[src/logic/sxd_pkg.sv]
// package for the slot expansion decode block
// assumes a 16-bit processor address bus and seven peripheral slots
package sxd_pkg;
   localparam logic [15:0] SXD_EXP_LO = 16'hc800;
   localparam logic [15:0] SXD_EXP_HI = 16'hcfff;
   localparam logic [15:0] SXD_EXP_DISABLE = 16'hcfff;
   localparam logic [15:0] SXD_IO_BASE = 16'hc080;
   localparam logic [15:0] SXD_IO_LAST = 16'hc0ff;
   localparam logic [7:0] SXD_ROM_PAGE_HI = 8'hc1;
   localparam logic [7:0] SXD_ROM_PAGE_TOP = 8'hc7;
   localparam logic [15:0] SXD_BANK2_SWITCH = 16'hc080;
   localparam logic [15:0] SXD_BANK2_BASE = 16'hd000;
   localparam logic [15:0] SXD_OWNER_SLOT_ADDR = 16'h07f8;
   localparam logic [15:0] SXD_SCRATCH_FIRST = 16'h0478;
   localparam logic [15:0] SXD_SCRATCH_LAST = 16'h07f8;
   localparam int SXD_SCRATCH_BYTES = 56;
   localparam int SXD_SCRATCH_PER_SLOT = 8;
   localparam int SXD_IO_PER_SLOT = 16;
   localparam int SXD_SLOTS = 7;
   localparam logic SXD_BANK2_RESET = 1'h0;
   // address field positions
   localparam int SXD_IO_SLOT_LSB = 4;
   localparam int SXD_ROM_SLOT_LSB = 8;
   localparam int SXD_SCRATCH_SLOT_LSB = 0;
   localparam int SXD_SCRATCH_TAG_LSB = 3;
   localparam logic [3:0] SXD_SCRATCH_TAG = 4'hf;
   localparam logic [15:0] SXD_SCRATCH_SPAN = 16'h0007;
   // reset and idle values of the registered outputs
   localparam logic SXD_STROBE_IDLE = 1'h1;
   localparam logic [7:1] SXD_SELECT_IDLE = 7'h7f;
   localparam logic [2:0] SXD_SLOT_NONE = 3'h0;
   localparam logic SXD_FLAG_RESET = 1'h0;
endpackage

[src/logic/sxd_slot_decode.sv]
// host-side slot address decoder: strobes, selects, scratch protection, bank switch
// assumes address and valid sampled on clk, synchronous to the processor cycle
`timescale 1ns/1ps
module sxd_slot_decode
   import sxd_pkg::*;
(
   // clock and reset
   input wire logic clk,
   input wire logic reset,
   // processor bus
   input wire logic [15:0] addr,
   input wire logic addr_valid,
   input wire logic rd_wr_n,
   input wire logic char_out_active,
   // slot strobes
   output logic expansion_window_strobe_n,
   output logic [7:1] slot_rom_page_select_n,
   output logic [7:1] slot_io_window_select_n,
   // memory control
   output logic scratch_hit,
   output logic [2:0] scratch_slot,
   output logic scratch_display_blank,
   output logic scratch_write_block,
   output logic bank2_select,
   output logic bank2_read_enable
);

   ////////////////////////////////////////////////////////////////////////////
   // decode functions

   // picks a three-bit slot number out of an address at the given position
   function automatic logic [2:0] slot_field(input logic [15:0] a, input int lsb);
      logic [2:0] n;
      n = a[lsb +: 3];
      return n;
   endfunction

   // one high bit per slot 1 to 7; slot 0 gives no bit
   function automatic logic [7:1] slot_onehot(input logic [2:0] n);
      logic [7:0] v;
      v = 8'h01 << n;
      return v[7:1];
   endfunction

   // shared expansion window, disable location included
   function automatic logic in_expansion_window(input logic [15:0] a);
      logic hit;
      hit = 1'h0;
      if (a >= SXD_EXP_LO && a <= SXD_EXP_HI) begin
         hit = 1'h1;
      end
      return hit;
   endfunction

   // i/o locations of slots 1 to 7; the slot 0 block is left to the soft switches
   function automatic logic in_slot_io(input logic [15:0] a);
      logic hit;
      hit = 1'h0;
      if (a >= (SXD_IO_BASE + 16'(SXD_IO_PER_SLOT)) && a <= SXD_IO_LAST) begin
         hit = 1'h1;
      end
      return hit;
   endfunction

   // one 256-byte rom page per slot, pages c1 to c7
   function automatic logic in_slot_rom(input logic [15:0] a);
      logic hit;
      hit = 1'h0;
      if (a[15:8] >= SXD_ROM_PAGE_HI && a[15:8] <= SXD_ROM_PAGE_TOP) begin
         hit = 1'h1;
      end
      return hit;
   endfunction

   // slot scratch bytes: base plus slot 1 to 7, bases xx78 and xxf8 in pages 04 to 07
   // the base bytes themselves belong to no slot and are left alone
   function automatic logic is_scratch(input logic [15:0] a);
      logic hit;
      hit = 1'h0;
      if (a >= SXD_SCRATCH_FIRST && a <= (SXD_SCRATCH_LAST + SXD_SCRATCH_SPAN)) begin
         if (a[SXD_SCRATCH_TAG_LSB +: 4] == SXD_SCRATCH_TAG) begin
            if (slot_field(a, SXD_SCRATCH_SLOT_LSB) != SXD_SLOT_NONE) begin
               hit = 1'h1;
            end
         end
      end
      return hit;
   endfunction

   ////////////////////////////////////////////////////////////////////////////
   // next values from the current access

   logic strobe_next;
   logic [7:1] io_select_next;
   logic [7:1] rom_select_next;
   logic scratch_hit_next;
   logic [2:0] scratch_slot_next;
   logic write_block_next;
   logic bank2_hit;

   // expansion strobe: low for any valid access inside the window
   always_comb begin
      strobe_next = SXD_STROBE_IDLE;
      if (addr_valid && in_expansion_window(addr)) begin
         strobe_next = 1'h0;
      end
   end

   // i/o select: the slot number sits in the nibble above the four card lines
   always_comb begin
      io_select_next = SXD_SELECT_IDLE;
      if (addr_valid && in_slot_io(addr)) begin
         io_select_next = ~slot_onehot(slot_field(addr, SXD_IO_SLOT_LSB));
      end
   end

   // rom select: the slot number is the low digit of the page
   always_comb begin
      rom_select_next = SXD_SELECT_IDLE;
      if (addr_valid && in_slot_rom(addr)) begin
         rom_select_next = ~slot_onehot(slot_field(addr, SXD_ROM_SLOT_LSB));
      end
   end

   // scratch byte hit and its owning slot
   always_comb begin
      scratch_hit_next = 1'h0;
      scratch_slot_next = SXD_SLOT_NONE;
      if (addr_valid && is_scratch(addr)) begin
         scratch_hit_next = 1'h1;
         scratch_slot_next = slot_field(addr, SXD_SCRATCH_SLOT_LSB);
      end
   end

   // writes by the character output routine must not reach a scratch byte
   always_comb begin
      write_block_next = 1'h0;
      if (scratch_hit_next && char_out_active && !rd_wr_n) begin
         write_block_next = 1'h1;
      end
   end

   // the slot 0 i/o base is the second-bank soft switch
   always_comb begin
      bank2_hit = 1'h0;
      if (addr_valid && addr == SXD_BANK2_SWITCH) begin
         bank2_hit = 1'h1;
      end
   end

   ////////////////////////////////////////////////////////////////////////////
   // registered outputs

   logic strobe_reg;
   logic [7:1] io_select_reg;
   logic [7:1] rom_select_reg;
   logic scratch_hit_reg;
   logic [2:0] scratch_slot_reg;
   logic display_blank_reg;
   logic write_block_reg;
   logic bank2_select_reg;
   logic bank2_read_reg;

   always_ff @(posedge clk) begin
      if (reset) begin
         strobe_reg <= SXD_STROBE_IDLE;
      end else begin
         strobe_reg <= strobe_next;
      end
   end

   always_ff @(posedge clk) begin
      if (reset) begin
         io_select_reg <= SXD_SELECT_IDLE;
      end else begin
         io_select_reg <= io_select_next;
      end
   end

   always_ff @(posedge clk) begin
      if (reset) begin
         rom_select_reg <= SXD_SELECT_IDLE;
      end else begin
         rom_select_reg <= rom_select_next;
      end
   end

   // scratch hit and slot
   always_ff @(posedge clk) begin
      if (reset) begin
         scratch_hit_reg <= SXD_FLAG_RESET;
         scratch_slot_reg <= SXD_SLOT_NONE;
      end else begin
         scratch_hit_reg <= scratch_hit_next;
         scratch_slot_reg <= scratch_slot_next;
      end
   end

   // video blanking follows every scratch hit
   always_ff @(posedge clk) begin
      if (reset) begin
         display_blank_reg <= SXD_FLAG_RESET;
      end else begin
         display_blank_reg <= scratch_hit_next;
      end
   end

   // write block for the character output routine
   always_ff @(posedge clk) begin
      if (reset) begin
         write_block_reg <= SXD_FLAG_RESET;
      end else begin
         write_block_reg <= write_block_next;
      end
   end

   // soft switch: sticky until reset; other bank switches live outside this block
   always_ff @(posedge clk) begin
      if (reset) begin
         bank2_select_reg <= SXD_BANK2_RESET;
         bank2_read_reg <= SXD_BANK2_RESET;
      end else if (bank2_hit) begin
         bank2_select_reg <= 1'h1;
         bank2_read_reg <= 1'h1;
      end
   end

   ////////////////////////////////////////////////////////////////////////////
   // port drivers

   assign expansion_window_strobe_n = strobe_reg;
   assign slot_io_window_select_n = io_select_reg;
   assign slot_rom_page_select_n = rom_select_reg;
   assign scratch_hit = scratch_hit_reg;
   assign scratch_slot = scratch_slot_reg;
   assign scratch_display_blank = display_blank_reg;
   assign scratch_write_block = write_block_reg;
   assign bank2_select = bank2_select_reg;
   assign bank2_read_enable = bank2_read_reg;

endmodule

[config.mk]
export PLATFORM = sky130hd
export DESIGN_NAME = sxd_slot_decode
export DESIGN_NICKNAME = d
export VERILOG_FILES = /design/src/logic/sxd_pkg.sv /design/src/logic/sxd_slot_decode.sv
export SDC_FILE = /design/constraint.sdc
export NUM_CORES = 1
export LEC_CHECK = 0
export ABC_CLOCK_PERIOD_IN_PS = 1100
export BUFFER_PORTS_ARGS = -buffer_cell sky130_fd_sc_hd__buf_2
export CAP_MARGIN = 20
export CORE_MARGIN = 4
export CORE_UTILIZATION = 37
export DETAILED_ROUTE_END_ITERATION = 16
export PLACE_DENSITY = 0.79
export SLEW_MARGIN = 40
export SYNTH_ARGS = -nofsm -noshare
export SYNTH_HDL_FRONTEND = slang
export SYNTH_SLANG_ARGS = --single-unit
[constraint.sdc]
create_clock -name clk -period 1.1 [get_ports clk]
set_input_delay 0.055 -clock clk [delete_from_list [all_inputs] [get_ports clk]]
set_output_delay 0.055 -clock clk [all_outputs]
set_load 0.01 [all_outputs]
==> flow_summary.yaml <==
route:
  wirelength_um: 1938
  drt_drc_violations_left: 0
  drtPass1Iterations: 4
  route.detailed.vias_per_inst: 4.877
  ant_nets: 0
  dr.first_iter.drc_count: 8
  routed_wire_length_per_instance_um: 12.58
  detailroute.via_count: 751
clock_network:
  cts_max_level: 1
  hold_buffers: 6
  cts.repair_timing.setup_buffer_count: 0
  tritoncts: "built"
  gates_resized_cts_repair: 0
  cts-buffers-inserted: 3
  cts.clk_slew.worst_paths_ns: 0.11
  clk_latency_ns: 0.30
  clock-sinks: 21
  cts_root_buffer: "sky130_fd_sc_hd__clkbuf_4"
  clockBufferDepth: 2
floorplanning:
  die_area_um2: 2798
  dieWidth_um: 52.90
  num_rows: 15
  initial_core_util_pct: 40.96
  design.core.area_um2: 1821
  io_pins: 44
  die_y_um: 52.90
setup_path:
  critPathKind: "in -> reg"
  regToRegSetupSlack_ns: 0.32
  timing.critical_path.arrival_ns: 1.28
  worst_ep_required_time_ns: 1.35
  critPathCaptureType: "flip-flop"
  critPathLaunchType: "input pin"
  critical_path.max_fanout: 5
global_route:
  grt_pass1_wl_um: 3291
  first_global_vias: 791
  maximum_number_of_pins_on_one_net_before_global_route_repair: 13
  grt_antenna_before_repair: 0
  grt_usage_pct: 15.93
  gr-total-overflow: 0
sta:
  setup_tns_ns: 0
  layout_min_cycle_time_ns: 1.034
  post-route-period-util_pct: 94.01
  hold_viol_final: 0
  skew_ns: 0
  worst_pin_slew_ns: 0.4381
  achievable-frequency_mhz: 967.0
  holdWs_ns: 0.002789
  grt_setup_unrepaired: "no"
  maxSlewViolCount: 0
  setup_violations: 0
  worst_slew_margin_rel_pct: 70.52
pwr:
  power.static_leakage_nw: 0.4791
  p_total_w: 0.001250
  power_density_nw_per_um2: 1113
  ir_worst_vdd_uv: 614.5
synth:
  mappedNetlistNets: 94
  syn_inst: 73
  synth-compound-area-share_pct: 2.181
  largest_family_of_logic_cells_by_synthesized_area: "simple AND/OR/NAND/NOR gates"
  postSynth.asyncResetShare_pct: 0
  synth_mux_area_share_pct: 0
  arithmetic_cell_share_of_the_synthesized_area_counting_full_adders_half_adders_and_majority_gates_pct: 0
  ys_flop_type: "sky130_fd_sc_hd__dfxtp_1"
  yosys.area_share.simple_pct: 38.76
  synth_sequential_area_ratio_pct: 56.38
  netlist-cell-type-count: 23
  synth_xor_area_share_pct: 0
  synth_enable_flop_cells: 0
  synth-seq-cells: 21
  ys_warn_count: 0
  synth.largest_area_cell: "sky130_fd_sc_hd__dfxtp_1"
  avgSynthCellArea_um2: 10.22
  synth.top_cells.by_area: "sky130_fd_sc_hd__dfxtp_1 56%, sky130_fd_sc_hd__nand3_1 6.7%, sky130_fd_sc_hd__nand2_1 3.5%"
  post-synth-top-area-fraction_pct: 56.38
  mappedNetlistArea_um2: 745.7
final_layout:
  drive_gt1_share_pct: 45.74
  final_nets: 151
  n_antenna_cell: 0
  layout.core_utilization_pct: 61.72
  synthToLayoutAreaGrowth_pct: 50.67
  stdcell_area_um2: 1124
run_status:
  status: "finished, final reports clean"
placed_design:
  io_buffer_count: 43
  dpl.hpwl_um: 1479
  gp_routability_congestion: 0.8191
  postPlaceCellArea_um2: 1036
run:
  max_cap_violations: 0
worst_hold_path:
  hold_path.class: "in -> reg"
critical path: stages:
cell	delay [ns]
sky130_fd_sc_hd__buf_2	0.13
sky130_fd_sc_hd__or4b_4	0.56
sky130_fd_sc_hd__nor4_4	0.32
sky130_fd_sc_hd__and4bb_1	0.22
worst paths after layout:
kind	start	end	depth (start not counted)
hold / removal	addr[4]	slot_io_window_select_n[6]	3
hold reg to reg	bank2_read_enable	bank2_read_enable	2
setup reg to reg	bank2_read_enable	bank2_read_enable	2
setup / recovery	addr[13]	scratch_write_block	4
synthesized netlist by cell type (all sizes together), types with 2 or more instances:
cell type,count
dfxtp,21
nand3,10
nand2,7
nor2,5
and2,4
nor3,4
nor4,4
buf,3
nand3b,2
nor2b,2
where the power goes:
group          leakage (nW)  internal (W)  switching (W)
clock                0.0177      0.000135       0.000222
sequential            0.170      0.000761    0.000000120
combinational         0.292     0.0000681      0.0000643
placed cells by master (no fill, tap or decap), types with 2 or more instances in the layout:
cell,n
sky130_fd_sc_hd__buf_4,6
sky130_fd_sc_hd__dfxtp_1,21
sky130_fd_sc_hd__dlygate4sd3_1,6
sky130_fd_sc_hd__nor4_4,2
sky130_fd_sc_hd__buf_2,43
sky130_fd_sc_hd__nor4_1,2
sky130_fd_sc_hd__nor2b_1,2
sky130_fd_sc_hd__nor2_1,5
sky130_fd_sc_hd__nor3_1,4
sky130_fd_sc_hd__nand3b_1,2
sky130_fd_sc_hd__clkbuf_4,3
sky130_fd_sc_hd__nand3_1,10
sky130_fd_sc_hd__and2_1,4
sky130_fd_sc_hd__nand2_1,7
stage by stage:
step	std cells	worst slack [ns]
final	154	0.06588
after global routing	154	0.002163
after CTS	154	0.06015
after detailed placement	144	-0.2532
after global placement	144	-0.2268
after floorplan	73	-0.05022
layout make-up:
| type | instances | area, um2 |
|---|---|---|
| fill | 167 | 696.9 |
| sequential | 21 | 420.4 |
| multi-input combinational | 49 | 324.1 |
| timing repair buffer | 55 | 320.3 |
| tap | 25 | 31.28 |
| clock buffer | 3 | 22.52 |
| clock inverter | 1 | 5.005 |
cells by family after synthesis:
| kind of cell | count (synthesis) |
|---|---|
| buffers and inverters | 3 |
| flip-flops | 21 |
| AO/OA/AOI/OAI | 2 |
| AND/OR/NAND/NOR | 47 |
metal layers:
metal / vias to the layer above / track usage, % / wire length [um] / share of wire [%]
met2: 30 / 28.10 / 958 / 49
met1: 345 / 17.79 / 795 / 41
li1: 372 / - / - / -
met3: 4 / 2.817 / 149 / 7.7
met5: - / 0 / 0 / 0
met4: 0 / 8.936 / 35 / 1.8
Note: power is estimated with default switching activity, not from simulation.
